`src/inc/tccc_pkg.sv`:
```
// Package: pointers, field layout, reset values and state codes of the sensor control block
package tccc_pkg;

  // ------------------------------------------------------------
  // Register pointers
  // ------------------------------------------------------------
  localparam logic [7:0] PTR_CFG_RD    = 8'h03;
  localparam logic [7:0] PTR_CFG_WR    = 8'h09;
  localparam logic [7:0] PTR_ONE_SHOT  = 8'h0f;
  localparam logic [7:0] PTR_OFS_HI    = 8'h11;
  localparam logic [7:0] PTR_OFS_LO    = 8'h12;
  localparam logic [7:0] PTR_CH_EN     = 8'h16;
  localparam logic [7:0] PTR_FAULT_RUN = 8'h22;
  localparam logic [7:0] PTR_IDEAL     = 8'h23;
  localparam logic [7:0] PTR_MAKER     = 8'hfe;

  // ------------------------------------------------------------
  // Fields and reset values
  // ------------------------------------------------------------
  localparam logic [7:0]  CFG_RESET       = 8'h00;
  localparam logic [7:0]  CFG_WR_MASK     = 8'he4;
  localparam int          CFG_SHUTDOWN_BIT = 6;
  localparam logic [7:0]  CH_EN_RESET     = 8'h03;
  localparam logic [7:0]  CH_EN_MASK      = 8'h03;
  localparam int          CH_LOCAL_BIT    = 0;
  localparam int          CH_REMOTE_BIT   = 1;
  localparam logic [7:0]  FAULT_RUN_RESET = 8'h01;
  localparam logic [7:0]  IDEAL_RESET     = 8'h00;
  localparam logic [15:0] OFS_RESET       = 16'h0000;
  localparam logic [7:0]  OFS_LO_MASK     = 8'hf0;
  localparam logic [7:0]  READ_NONE       = 8'h00;

  // Run-length codes and the counts they stand for
  localparam logic [7:0] RUN_CODE_2 = 8'h03;
  localparam logic [7:0] RUN_CODE_3 = 8'h07;
  localparam logic [7:0] RUN_CODE_4 = 8'h0f;
  localparam logic [2:0] RUN_1      = 3'h1;
  localparam logic [2:0] RUN_2      = 3'h2;
  localparam logic [2:0] RUN_3      = 3'h3;
  localparam logic [2:0] RUN_4      = 3'h4;

  // Ideality arithmetic, results in 1/16 degree steps
  localparam int          IDEAL_BASE     = 2088;
  localparam logic [15:0] KELVIN_TIMES16 = 16'h1112;

  // Serial link
  localparam logic [6:0] DEV_ADDR_DEFAULT = 7'h4c;
  localparam logic [7:0] MAKER_ID_DEFAULT = 8'h5a;  // Arbitrary value
  localparam logic [3:0] BYTE_BITS        = 4'h8;

  // Fault counter slots
  localparam int SLOT_LOC_HI = 0;
  localparam int SLOT_LOC_LO = 1;
  localparam int SLOT_REM_HI = 2;
  localparam int SLOT_REM_LO = 3;

  // ------------------------------------------------------------
  // State codes
  // ------------------------------------------------------------
  typedef enum logic [5:0] {
    I_IDLE = 6'h01,
    I_ADDR = 6'h02,
    I_WR   = 6'h04,
    I_ACK  = 6'h08,
    I_RD   = 6'h10,
    I_RACK = 6'h20
  } tccc_link_e;

  typedef enum logic [2:0] {
    C_IDLE   = 3'h1,
    C_LOCAL  = 3'h2,
    C_REMOTE = 3'h4
  } tccc_conv_e;

endpackage

```
`src/design/tccc_top.sv`:
```
// Conversion control, fault qualification, calibration and serial register access
//
// Function
// - One-shot pointer write in shutdown starts one cycle
// - Triggered cycle converts only enabled channels
// - Return to shutdown after the triggered cycle
// - One-shot data byte is ignored, never stored
// - Channel enable at pointer 16h, bits 0/1
// - Both enables reset to one; clear suppresses
// - Disabled channel's conversion slot is skipped
// - Run-length register 22h codes 01/03/07/0F
// - One run length serves both channels
// - Alert after programmed run above high limit
// - Same run qualification below low limit
// - Signed ideality byte at pointer 23h
// - Remote scaled by (2088 + N) / 2088
// - Ideality byte resets to zero
// - Ideality correction touches remote only
// - Remote offset added on every remote conversion
// - Pointer FEh reads fixed maker code
// - Shutdown waits for current sequence end
`timescale 1ns/1ps

module tccc_top
  import tccc_pkg::*;
#(
  parameter logic [6:0] DEV_ADDR = DEV_ADDR_DEFAULT,
  parameter logic [7:0] MAKER_ID = MAKER_ID_DEFAULT
) (
  input  wire logic        sys_clk,
  input  wire logic        resetn,
  input  wire logic        scl_in,
  input  wire logic        sda_in,
  output logic             sda_out,
  output logic             sda_oe,
  output logic             adc_start,
  output logic             adc_remote,
  input  wire logic        adc_done,
  input  wire logic [15:0] adc_data,
  input  wire logic [15:0] local_high_limit,
  input  wire logic [15:0] local_low_limit,
  input  wire logic [15:0] remote_high_limit,
  input  wire logic [15:0] remote_low_limit,
  output logic [15:0]      local_result,
  output logic [15:0]      remote_result,
  output logic             busy,
  output logic             alert_n
);

  // ------------------------------------------------------------
  // State
  // ------------------------------------------------------------
  typedef struct packed {
    logic [2:0]      scl_sync;
    logic [2:0]      sda_sync;
    tccc_link_e      ist;
    logic [3:0]      bitcnt;
    logic [7:0]      shreg;
    logic [7:0]      ptr;
    logic            have_ptr;
    logic            rw;
    logic            sda_oe;
    logic [7:0]      cfg;
    logic [7:0]      channel_conversion_enable;
    logic [7:0]      fault_run_length;
    logic [7:0]      ideality_correction;
    logic [15:0]     remote_offset_trim;
    logic            one_shot;
    tccc_conv_e      cst;
    logic            adc_start;
    logic            adc_remote;
    logic [15:0]     local_result;
    logic [15:0]     remote_result;
    logic [3:0][2:0] cnt;
    logic            alert;
  } tccc_state_s;

  // Synchronisers start at the idle bus level, so reset gives no false edge
  localparam tccc_state_s ST_RST = '{
    scl_sync:                  '1,
    sda_sync:                  '1,
    ist:                       I_IDLE,
    cst:                       C_IDLE,
    cfg:                       CFG_RESET,
    channel_conversion_enable: CH_EN_RESET,
    fault_run_length:          FAULT_RUN_RESET,
    ideality_correction:       IDEAL_RESET,
    remote_offset_trim:        OFS_RESET,
    default:                   '0
  };

  tccc_state_s s;
  tccc_state_s nx;

  logic              scl_rise;
  logic              scl_fall;
  logic              start_cond;
  logic              stop_cond;
  logic              sda_now;
  logic              shutdown_control_bit;
  logic              local_channel_on;
  logic              remote_channel_on;
  logic [2:0]        need;
  logic signed [31:0] scale;
  logic signed [31:0] prod;
  logic [15:0]       local_c;
  logic [15:0]       remote_c;

  // ------------------------------------------------------------
  // Helpers
  // ------------------------------------------------------------
  function automatic logic [2:0] run_count(input logic [7:0] code);
    if (code == RUN_CODE_4) begin
      return RUN_4;
    end else if (code == RUN_CODE_3) begin
      return RUN_3;
    end else if (code == RUN_CODE_2) begin
      return RUN_2;
    end
    return RUN_1;  // Unlisted codes behave as a run of one
  endfunction

  function automatic logic [2:0] bump(input logic [2:0] cnt, input logic out,
                                      input logic [2:0] lim);
    if (!out) begin
      return 3'h0;
    end
    return (cnt < lim) ? 3'(cnt + 3'h1) : cnt;  // Saturate at the run length
  endfunction

  function automatic logic [7:0] reg_read(input tccc_state_s st, input logic [7:0] p);
    unique case (p)
      PTR_CFG_RD:    return st.cfg;
      PTR_CH_EN:     return st.channel_conversion_enable;
      PTR_FAULT_RUN: return st.fault_run_length;
      PTR_IDEAL:     return st.ideality_correction;
      PTR_OFS_HI:    return st.remote_offset_trim[15:8];
      PTR_OFS_LO:    return st.remote_offset_trim[7:0];
      PTR_MAKER:     return MAKER_ID;
      default:       return READ_NONE;
    endcase
  endfunction

  // ------------------------------------------------------------
  // Decode of synchronised link and result arithmetic
  // ------------------------------------------------------------
  // Stage 0 feeds stage 1 only; edges come from stages 1 and 2
  assign scl_rise   = s.scl_sync[1] & ~s.scl_sync[2];
  assign scl_fall   = ~s.scl_sync[1] & s.scl_sync[2];
  assign sda_now    = s.sda_sync[1];
  assign start_cond = s.scl_sync[1] & s.scl_sync[2] & ~s.sda_sync[1] & s.sda_sync[2];
  assign stop_cond  = s.scl_sync[1] & s.scl_sync[2] & s.sda_sync[1] & ~s.sda_sync[2];

  assign shutdown_control_bit = s.cfg[CFG_SHUTDOWN_BIT];
  assign local_channel_on     = s.channel_conversion_enable[CH_LOCAL_BIT];
  assign remote_channel_on    = s.channel_conversion_enable[CH_REMOTE_BIT];
  assign need                 = run_count(s.fault_run_length);

  // Correction acts on absolute temperature, before the Celsius shift
  assign scale    = IDEAL_BASE + 32'($signed(s.ideality_correction));
  assign prod     = $signed({16'h0000, adc_data}) * scale;
  assign remote_c = 16'(prod / IDEAL_BASE) - KELVIN_TIMES16 + s.remote_offset_trim;
  assign local_c  = adc_data - KELVIN_TIMES16;

  // ------------------------------------------------------------
  // Next state
  // ------------------------------------------------------------
  always_comb begin
    nx           = s;
    nx.scl_sync  = {s.scl_sync[1:0], scl_in};
    nx.sda_sync  = {s.sda_sync[1:0], sda_in};
    nx.adc_start = 1'b0;

    // Conversion sequencer; mode is sampled only between sequences
    unique case (s.cst)
      C_IDLE: begin
        if (!shutdown_control_bit || s.one_shot) begin
          nx.one_shot = 1'b0;
          if (local_channel_on) begin
            nx.adc_start  = 1'b1;
            nx.adc_remote = 1'b0;
            nx.cst        = C_LOCAL;
          end else if (remote_channel_on) begin
            nx.adc_start  = 1'b1;
            nx.adc_remote = 1'b1;
            nx.cst        = C_REMOTE;
          end
        end
      end
      C_LOCAL: begin
        if (adc_done) begin
          nx.local_result = local_c;
          nx.cnt[SLOT_LOC_HI] = bump(s.cnt[SLOT_LOC_HI],
            $signed(local_c) > $signed(local_high_limit), need);
          nx.cnt[SLOT_LOC_LO] = bump(s.cnt[SLOT_LOC_LO],
            $signed(local_c) < $signed(local_low_limit), need);
          if (remote_channel_on) begin
            nx.adc_start  = 1'b1;
            nx.adc_remote = 1'b1;
            nx.cst        = C_REMOTE;
          end else begin
            nx.cst = C_IDLE;
          end
        end
      end
      C_REMOTE: begin
        if (adc_done) begin
          nx.remote_result = remote_c;
          nx.cnt[SLOT_REM_HI] = bump(s.cnt[SLOT_REM_HI],
            $signed(remote_c) > $signed(remote_high_limit), need);
          nx.cnt[SLOT_REM_LO] = bump(s.cnt[SLOT_REM_LO],
            $signed(remote_c) < $signed(remote_low_limit), need);
          nx.cst = C_IDLE;
        end
      end
    endcase

    // Serial slave; a trigger set here wins over the clear above
    if (start_cond) begin
      nx.ist      = I_ADDR;
      nx.bitcnt   = 4'h0;
      nx.have_ptr = 1'b0;
      nx.sda_oe   = 1'b0;
    end else if (stop_cond) begin
      nx.ist    = I_IDLE;
      nx.sda_oe = 1'b0;
    end else begin
      unique case (s.ist)
        I_IDLE: begin
        end
        I_ADDR, I_WR: begin
          if (scl_rise) begin
            nx.shreg  = {s.shreg[6:0], sda_now};
            nx.bitcnt = 4'(s.bitcnt + 4'h1);
          end else if (scl_fall && s.bitcnt == BYTE_BITS) begin
            nx.sda_oe = 1'b1;
            nx.ist    = I_ACK;
            if (s.ist == I_ADDR) begin
              nx.rw = s.shreg[0];
              if (s.shreg[7:1] != DEV_ADDR) begin
                nx.sda_oe = 1'b0;
                nx.ist    = I_IDLE;
              end
            end else if (!s.have_ptr) begin
              nx.ptr      = s.shreg;
              nx.have_ptr = 1'b1;
            end else begin
              unique case (s.ptr)
                PTR_CFG_WR:    nx.cfg       = s.shreg & CFG_WR_MASK;
                PTR_ONE_SHOT:  nx.one_shot  = s.one_shot | shutdown_control_bit;
                PTR_CH_EN:     nx.channel_conversion_enable = s.shreg & CH_EN_MASK;
                PTR_FAULT_RUN: nx.fault_run_length          = s.shreg;
                PTR_IDEAL:     nx.ideality_correction       = s.shreg;
                PTR_OFS_HI:    nx.remote_offset_trim[15:8]  = s.shreg;
                PTR_OFS_LO:    nx.remote_offset_trim[7:0]   = s.shreg & OFS_LO_MASK;
                default: begin
                end
              endcase
            end
          end
        end
        I_ACK: begin
          if (scl_fall) begin
            nx.bitcnt = 4'h0;
            if (s.rw) begin
              nx.shreg  = reg_read(s, s.ptr);
              nx.sda_oe = ~nx.shreg[7];
              nx.ist    = I_RD;
            end else begin
              nx.sda_oe = 1'b0;
              nx.ist    = I_WR;
            end
          end
        end
        I_RD: begin
          if (scl_rise) begin
            nx.bitcnt = 4'(s.bitcnt + 4'h1);
          end else if (scl_fall) begin
            if (s.bitcnt == BYTE_BITS) begin
              nx.sda_oe = 1'b0;
              nx.ist    = I_RACK;
            end else begin
              nx.shreg  = {s.shreg[6:0], 1'b0};
              nx.sda_oe = ~s.shreg[6];
            end
          end
        end
        I_RACK: begin
          if (scl_rise && sda_now) begin
            nx.ist = I_IDLE;  // Master ended the read
          end else if (scl_fall) begin
            nx.bitcnt = 4'h0;
            nx.shreg  = reg_read(s, s.ptr);
            nx.sda_oe = ~nx.shreg[7];
            nx.ist    = I_RD;
          end
        end
      endcase
    end

    // Alert follows the counters, so a new run length takes effect at once
    nx.alert = 1'b0;
    for (int i = 0; i < 4; i++) begin
      if (nx.cnt[i] >= run_count(nx.fault_run_length)) begin
        nx.alert = 1'b1;
      end
    end
  end

  always_ff @(posedge sys_clk or negedge resetn) begin
    if (!resetn) begin
      s <= ST_RST;
    end else begin
      s <= nx;
    end
  end

  // ------------------------------------------------------------
  // Outputs
  // ------------------------------------------------------------
  assign sda_out       = 1'b0;  // Open drain: only ever pulls low
  assign sda_oe        = s.sda_oe;
  assign adc_start     = s.adc_start;
  assign adc_remote    = s.adc_remote;
  assign local_result  = s.local_result;
  assign remote_result = s.remote_result;
  assign busy          = (s.cst != C_IDLE);
  assign alert_n       = ~s.alert;

endmodule // tccc_top

```
`config.mk`:
```
export PLATFORM = sky130hd
export DESIGN_NAME = tccc_top
export DESIGN_NICKNAME = d
export VERILOG_FILES = /design/src/inc/tccc_pkg.sv /design/src/design/tccc_top.sv
export SDC_FILE = /design/constraint.sdc
export NUM_CORES = 1
export LEC_CHECK = 0
export BUFFER_PORTS_ARGS = -buffer_cell sky130_fd_sc_hd__buf_2
export CAP_MARGIN = 40
export CELL_PAD_IN_SITES_DETAIL_PLACEMENT = 1
export CELL_PAD_IN_SITES_GLOBAL_PLACEMENT = 1
export CORE_MARGIN = 1
export CORE_UTILIZATION = 53
export CTS_BUF_LIST = sky130_fd_sc_hd__clkbuf_16
export CTS_CLUSTER_SIZE = 28
export DETAILED_ROUTE_END_ITERATION = 6
export PLACE_DENSITY_LB_ADDON = 0.1
export SETUP_SLACK_MARGIN = 0.4
export SLEW_MARGIN = 20
export SYNTH_ARGS = -nofsm -noshare
export SYNTH_HDL_FRONTEND = slang
export SYNTH_SLANG_ARGS = --single-unit
```
`constraint.sdc`:
```
create_clock -name sys_clk -period 72.1 [get_ports sys_clk]
set_clock_uncertainty 0.2 [all_clocks]
set_input_delay 3.605 -clock sys_clk [delete_from_list [all_inputs] [get_ports sys_clk]]
set_output_delay 3.605 -clock sys_clk [all_outputs]
set_load 0.02 [all_outputs]
```
== Word-level counts from Yosys, hierarchy flattened ==
Cells that the tools add are included.
Storage, ports and cells
  output and inout port bits: 38
  logic and storage cells: 273
  ROM bits: 0
  memories kept: 0
  latch bits: 0
  bits in writable memories: 0
  flip-flop bits (word level): 120
Operators by class
  multipliers: 1
  shift operators: 0
  equality and inequality tests: 56
  reduce and logical (&&, ||, !) cells: 27
  bitwise operators: 21
  divide/modulo/power cells: 1
  multiplexer cells: 120
  magnitude comparators: 12
  add/sub/neg operators: 9
Operator list (number)
  $mux 8: 19
  $mux 60: 2
  $mux 33: 3
  $mux 49: 2
  $mux 6: 14
  $pmux 18 s4: 1
  $mux 3: 22
  $pmux 8 s7: 1
  $reduce_and 8->1: 7
  $mux 18: 2
  $mux 1: 35
  $div 32x13->32 const B: 1
  $eq 8x4->1 const B: 4
  $gt 16x16->1: 2
  $lt 16x16->1: 2
  $ne 4x4->1 const B: 8
  $sub 16x13->16 const B: 2
  $mul 17x14->31: 1
  $ne 2x2->1 const B: 14
  $eq 8x2->1 const B: 3
  $eq 8x5->1 const B: 3
  $mux 12: 2
  $mux 22: 1
  $mux 21: 1
  other kinds (48): 95

== Logic depth before layout (Yosys ltp) ==
Gate-level depths: netlist of run 1.
  word-level depth: 23
  gate-level depth with buffers: 109

== Least setup slack after synthesis of run 1 ==
OpenSTA, ideal clock, no wires.
  path type: in2reg
  from: input port adc_data[6]
  to: register s[0] (netlist name)
  setup time: 0.139 ns
  setup slack: 45.337 ns
  buffers on the path: 5
  cell stages on the path: 97
  data arrival time: 26.424 ns
  path through: clkbuf_1 -> clkbuf_1 -> nor2b_1 -> fa_1 -> inv_1 -> fa_1 -> inv_1 -> fa_1 -> fa_1 -> fa_1 -> inv_1 -> fa_1 -> inv_1 -> ha_1 -> buf_4 -> and4_4 -> and3_1 -> a221oi_4 -> [... 61 more ...] -> a21oi_1 -> o21bai_1 -> a21oi_1 -> o21bai_1 -> a21oi_1 -> xnor2_1 -> xnor2_1 -> ha_1 -> nand4_1 -> nor2_1 -> o21ai_0 -> a21oi_1 -> or3_1 -> ha_1 -> nand2b_1 -> a21o_1 -> a222oi_1 -> nand3_1
RTL lines
  from (decl): line tccc_top.sv:39  | input wire logic [15:0] adc_data,
  to (signal assigned): line tccc_top.sv:314  | s <= nx;
  to (decl): line tccc_top.sv:92  | tccc_state_s s;

==> results_dict.tcl, run 1 <==
set metrics [dict create \
    cts_root_buffer "clkbuf_16" \
    antenna_found_initial 1 \
    die-area_sq_um 44700 \
    clock_sinks 120 \
    timing.hold.ws_ns 0.155 \
    drc 0 \
    maxCapViolCount 0 \
    dr.first_iter.drc_count 1353 \
    required_ns 72.18 \
    setup_violations 0 \
    synth_compound_gate_area_share 0.216 \
    muxShareOfSynthArea 0.0505 \
    ys.flop_type "dfrtp_1" \
    synth_cells 2897 \
    wl_met2_microns 37500 \
    path_buf_inv 8 \
    antenna_left 0 \
    fin_nets 3382 \
    synth_edf_count 0 \
    arrival_ns 31.28 \
    layout-drive-gt1-share 0.131 \
    synthAdderAreaFrac 0.245 \
    clockBufferDepth 2 \
    relSlewSlack 0.384 \
    die_h_microns 212 \
    postCtsResizedCells 0 \
    antenna_cells 0 \
    ys.warnings.count 0 \
    worst_slew_pin_slew_ns 0.916 \
    syn-num-nets 3348 \
    period_needed_ns 31.19 \
    setup.worst_path.end_class "flip-flop" \
    post_cts_buffers 0 \
    synth_area_leader_cell "fa_1" \
    globalplace.congestion 0.926 \
    crit_fanout 18 \
    cts_tree "built" \
    ys_types 147 \
    critPathMaxStageDelay_ns 0.72 \
    routedWlPerCell_microns 21.5 \
    synthXorXnorAreaFrac 0.0529 \
    die_w_microns 212 \
    critPathTopFamily "compound AO/OA/AOI/OAI gates" \
    grt_pass1_vias 23500 \
    synth_commonest_cells "nand2_1, inv_1, ha_1, nor2_1, a21oi_1" \
    synth-async-reset-ratio 1.00 \
    wl_met3_microns 3790 \
    fillCellCount 5363 \
    yosys.area_share.simple 0.218 \
    grt_max_degree 48 \
    clk_pin_slew_ns 0.06 \
    via_per_inst 6.34 \
    final-max-slew-violation-count 0 \
    synth-seq-cells 120 \
    h-tree-depth 4 \
    rows 76 \
    floorplan.core_area_sq_um 43200 \
    drt-met1-wl_microns 32500 \
    finalHoldViolations 0 \
    outcome "complete, no violations" \
    gr-usage-all-layers 0.340 \
    worstSetupStartpointType "input pin" \
    synth_most_common_cell "nand2_1" \
    slowest_stage "or4_1" \
    cts-buffers-inserted 17 \
    timing.final.crit_share 0.433 \
    rsz0062_at_grt "false" \
    synth_top_family_by_area "adder cells" \
    routed_wl_microns 76000 \
    netlist_area_sq_um 23300 \
    tns_ns 0 \
    hold_buffers 0 \
    synth_top_area_frac 0.121 \
    start_util 0.539 \
    fmax_mhz 32.1 \
    dr.pass1.iters 5 \
    area_growth_syn_to_layout_pct 5.84 \
    place_hpwl_microns 60300 \
    top_layer "met5" \
    numPortBuffers 121 \
    grt_overflow 0 \
    place_area_sq_um 24000 \
    cp_common_cell "a21oi_1" \
    ys_seq_area_frac 0.130 \
    insertion_delay_ns 0.44 \
    syn_avg_cell_area_sq_um 8.03 \
    dr_total_vias 22400 \
    ys_top_cells_by_area "fa_1, ha_1, dfrtp_1, nand2_1, inv_1" \
    pin_count 123 \
    critPathKind "in2reg" \
    grt_pass1_wl_microns 123000 \
    hold_path.class "reg2reg" \
    final_area_sq_um 24600 \
]
per-stage QoR:
stage           util  setup slack (ns)  std cells
3_5_place_dp   0.555             41.26       3486
2_1_floorplan      -             45.34       2897
3_3_place_gp   0.553             41.64       3474
5_1_grt        0.570             38.96       3529
4_1_cts        0.569             41.20       3518
6_report       0.570             40.91       3529
worst register-to-register path, delay by kind of cell (launching register included):
kind            cells  cell delay, ns
flops               1            0.63
xor+xnor            5            1.40
simple gates       19            4.79
buf+inv             8            1.46
compound gates     49           14.84
fa+ha+maj          12            5.29
mux                 2            0.95
kinds of logic after synthesis:
family	after synthesis
other	1
XOR/XNOR	137
AND/OR/NAND/NOR	1003
adder cells (fa/ha/maj)	372
flip-flops	120
multiplexers	107
buffers and inverters	461
AO/OA/AOI/OAI	696
cell usage in the layout (no fill, tap or decap), drive strengths merged, types with 23 or more instances in the layout:
cell type | Yosys | routed
a211oi | 29 | 29
a21o | 39 | 39
a21oi | 160 | 160
a31oi | 23 | 23
and2 | 76 | 76
and3 | 30 | 30
buf | 84 | 148
clkbuf | 56 | 26
dfrtp | 109 | 109
fa | 141 | 141
ha | 225 | 225
inv | 317 | 326
mux2 | 70 | 70
mux2i | 37 | 37
nand2 | 329 | 329
nand2b | 56 | 56
nand3 | 71 | 71
nand4 | 37 | 37
nor2 | 173 | 173
nor2b | 37 | 37
nor3 | 69 | 69
nor4 | 30 | 30
o211ai | 34 | 34
o21a | 27 | 27
o21ai | 155 | 155
or2 | 23 | 23
xnor2 | 90 | 90
xor2 | 47 | 47
layer usage:
| layer | GRT usage | vias to the layer above |
|---|---|---|
| li1 | - | 10300 |
| met1 | 0.434 | 11200 |
| met2 | 0.596 | 708 |
| met3 | 0.0414 | 171 |
| met4 | 0.109 | 2 |
| met5 | 0 | - |
area by class of cell:
class,count,area [sq um],area share
inverters,319,1200,0.0487
clock buffers,17,425,0.0173
multi-input cells,2316,18200,0.740
repair buffers,157,867,0.0352
well taps,585,732,0.0297
flip-flops and latches,120,3020,0.123
clock inverters,15,156,0.00635
flip-flops by register name, indices dropped and copies added (netlist names):
register	cells
adc_remote	1
adc_start	1
local_channel_on	1
local_result	16
nx	4
remote_channel_on	1
remote_result	16
s	79
sda_oe	1
final timing paths:
kind                                   start               end  slack [ns]  cells past startpoint
min in group asynchronous             resetn  remote_result[9]        2.99                      1
worst min register to register       nx[132]           nx[133]        0.16                      0
max in group asynchronous             resetn             s[47]       67.42                      3
worst max register to register         s[70]              s[0]       42.36                     95
worst min-delay path                 nx[132]           nx[133]        0.16                      0
worst max-delay path            adc_data[12]              s[0]       40.91                     92
Power of run 1 is not shown: default switching activity piles up to over one toggle a cycle in this logic, so the estimate is an artifact.
==> run 2, diff against run 1 <==
CORE_UTILIZATION = 44   (was 53)
clock period = 28.6 ns   (was 72.1 ns; I/O delays follow)
==> results_dict.tcl, run 2 (same netlist as run 1, synthesis figures left out) <==
set metrics [dict create \
    dp_worst_setup_slack_ns -0.183 \
    final-max-slew-violation-count 0 \
    cp_common_cell "a21oi_1" \
    clk_pin_slew_ns 0.06 \
    tns_ns 0 \
    die-area_sq_um 53800 \
    finalHoldViolations 0 \
    grt_pass1_vias 23000 \
    gr-usage-all-layers 0.274 \
    layout-drive-gt1-share 0.146 \
    start_util 0.449 \
    fmax_mhz 37.0 \
    clock_sinks 120 \
    globalplace.congestion 0.886 \
    period_needed_ns 27.06 \
    hold_buffers 0 \
    h-tree-depth 4 \
    grt_pass1_wl_microns 120000 \
    final_cell_mix "nand2_1, inv_1, ha_1" \
    slowest_stage "a2111oi_0" \
    floorplan.core_area_sq_um 51800 \
    critPathTopFamily "compound AO/OA/AOI/OAI gates" \
    area_growth_syn_to_layout_pct 8.06 \
    cts_tree "built" \
    die_h_microns 232 \
    antenna_found_initial 3 \
    fillCellCount 6338 \
    routedWlPerCell_microns 20.2 \
    mostFrequentLayoutCell "nand2_1" \
    r2r_slack_ns 1.54 \
    largest_register_ffs 79 \
    pin_count 123 \
    critPathKind "reg2reg" \
    die_w_microns 232 \
    cts-buffers-inserted 17 \
    dr.first_iter.drc_count 1161 \
    worstSetupStartpointType "flip-flop" \
    maxCapViolCount 0 \
    setup.worst_path.end_class "flip-flop" \
    relSlewSlack 0.415 \
    via_per_inst 5.98 \
    worst_slew_pin_slew_ns 0.874 \
    clockBufferDepth 2 \
    required_ns 28.69 \
    routed_wl_microns 73700 \
    outcome "complete, no violations" \
    cts_root_buffer "clkbuf_16" \
    setup_ws_ns 1.54 \
    drc 0 \
    path_buf_inv 10 \
    grt_overflow 0 \
    grt_max_degree 49 \
    timing.hold.ws_ns 0.155 \
    insertion_delay_ns 0.44 \
    fin_nets 3404 \
    antenna_left 0 \
    hold_path.class "reg2reg" \
    regMostFlops "s" \
    critPathMaxStageDelay_ns 0.65 \
    place_hpwl_microns 59800 \
    crit_fanout 20 \
    timing.final.crit_share 0.946 \
    numPortBuffers 121 \
    rows 83 \
    setup_violations 0 \
    arrival_ns 27.15 \
    dr.pass1.iters 5 \
    dr_total_vias 21800 \
    rsz0062_at_grt "false" \
]
## run 2: what timing repair did
item,CTS,global route
endpoints found under the setup margin,1,7
resized for setup,6,44
pin swaps,0,17
setup buffers,0,18
## run 2: final timing paths
path | endpoint | from | cells after the start
max | s[0] | s[70] | 98
min | nx[130] | nx[129] | 0
max reg2reg | s[0] | s[70] | 98
min reg2reg | nx[130] | nx[129] | 0
max in group asynchronous | remote_channel_on | resetn | 3
min in group asynchronous | remote_result[4] | resetn | 1
## run 2: final cells by class
class                   count  area, sq um  area share
multi-input cells        2316        18500       0.735
flip-flops and latches    120         3020       0.120
inverters                 319         1200      0.0477
repair buffers            179         1060      0.0421
well taps                 680          851      0.0338
clock buffers              17          425      0.0169
clock inverters            15          111     0.00443
diodes                      2         5.00    0.000199
## run 2: metal layers
| layer | vias to the layer above | global-route usage | wire length [microns] |
|---|---|---|---|
| met5 | - | 0 | 23 |
| met4 | 4 | 0.0582 | 1490 |
| met3 | 98 | 0.0340 | 2690 |
| met2 | 463 | 0.471 | 35400 |
| met1 | 11000 | 0.364 | 34100 |
| li1 | 10300 | - | - |
## run 2: worst reg2reg max path: cells and delay by family, from the launching register on
family | cells | cell delay (ns)
DFF | 1 | 0.59
and+or+nand+nor | 20 | 4.69
adders and majority gates | 13 | 5.37
xor gates and xnor gates | 3 | 0.83
AOI/OAI and AO/OA | 51 | 13.34
buffers and inverters | 10 | 1.49
muxes | 1 | 0.42
## run 2: metrics by stage
stage	instance area, sq um	cells	util
finish	25100	3648	0.485
global route	25100	3647	0.485
CTS	24800	3625	0.478
detailed placement	24200	3593	0.467
global placement	24100	3582	0.465
floorplan	23300	2897	-
Power of run 2 is left out for the same reason.
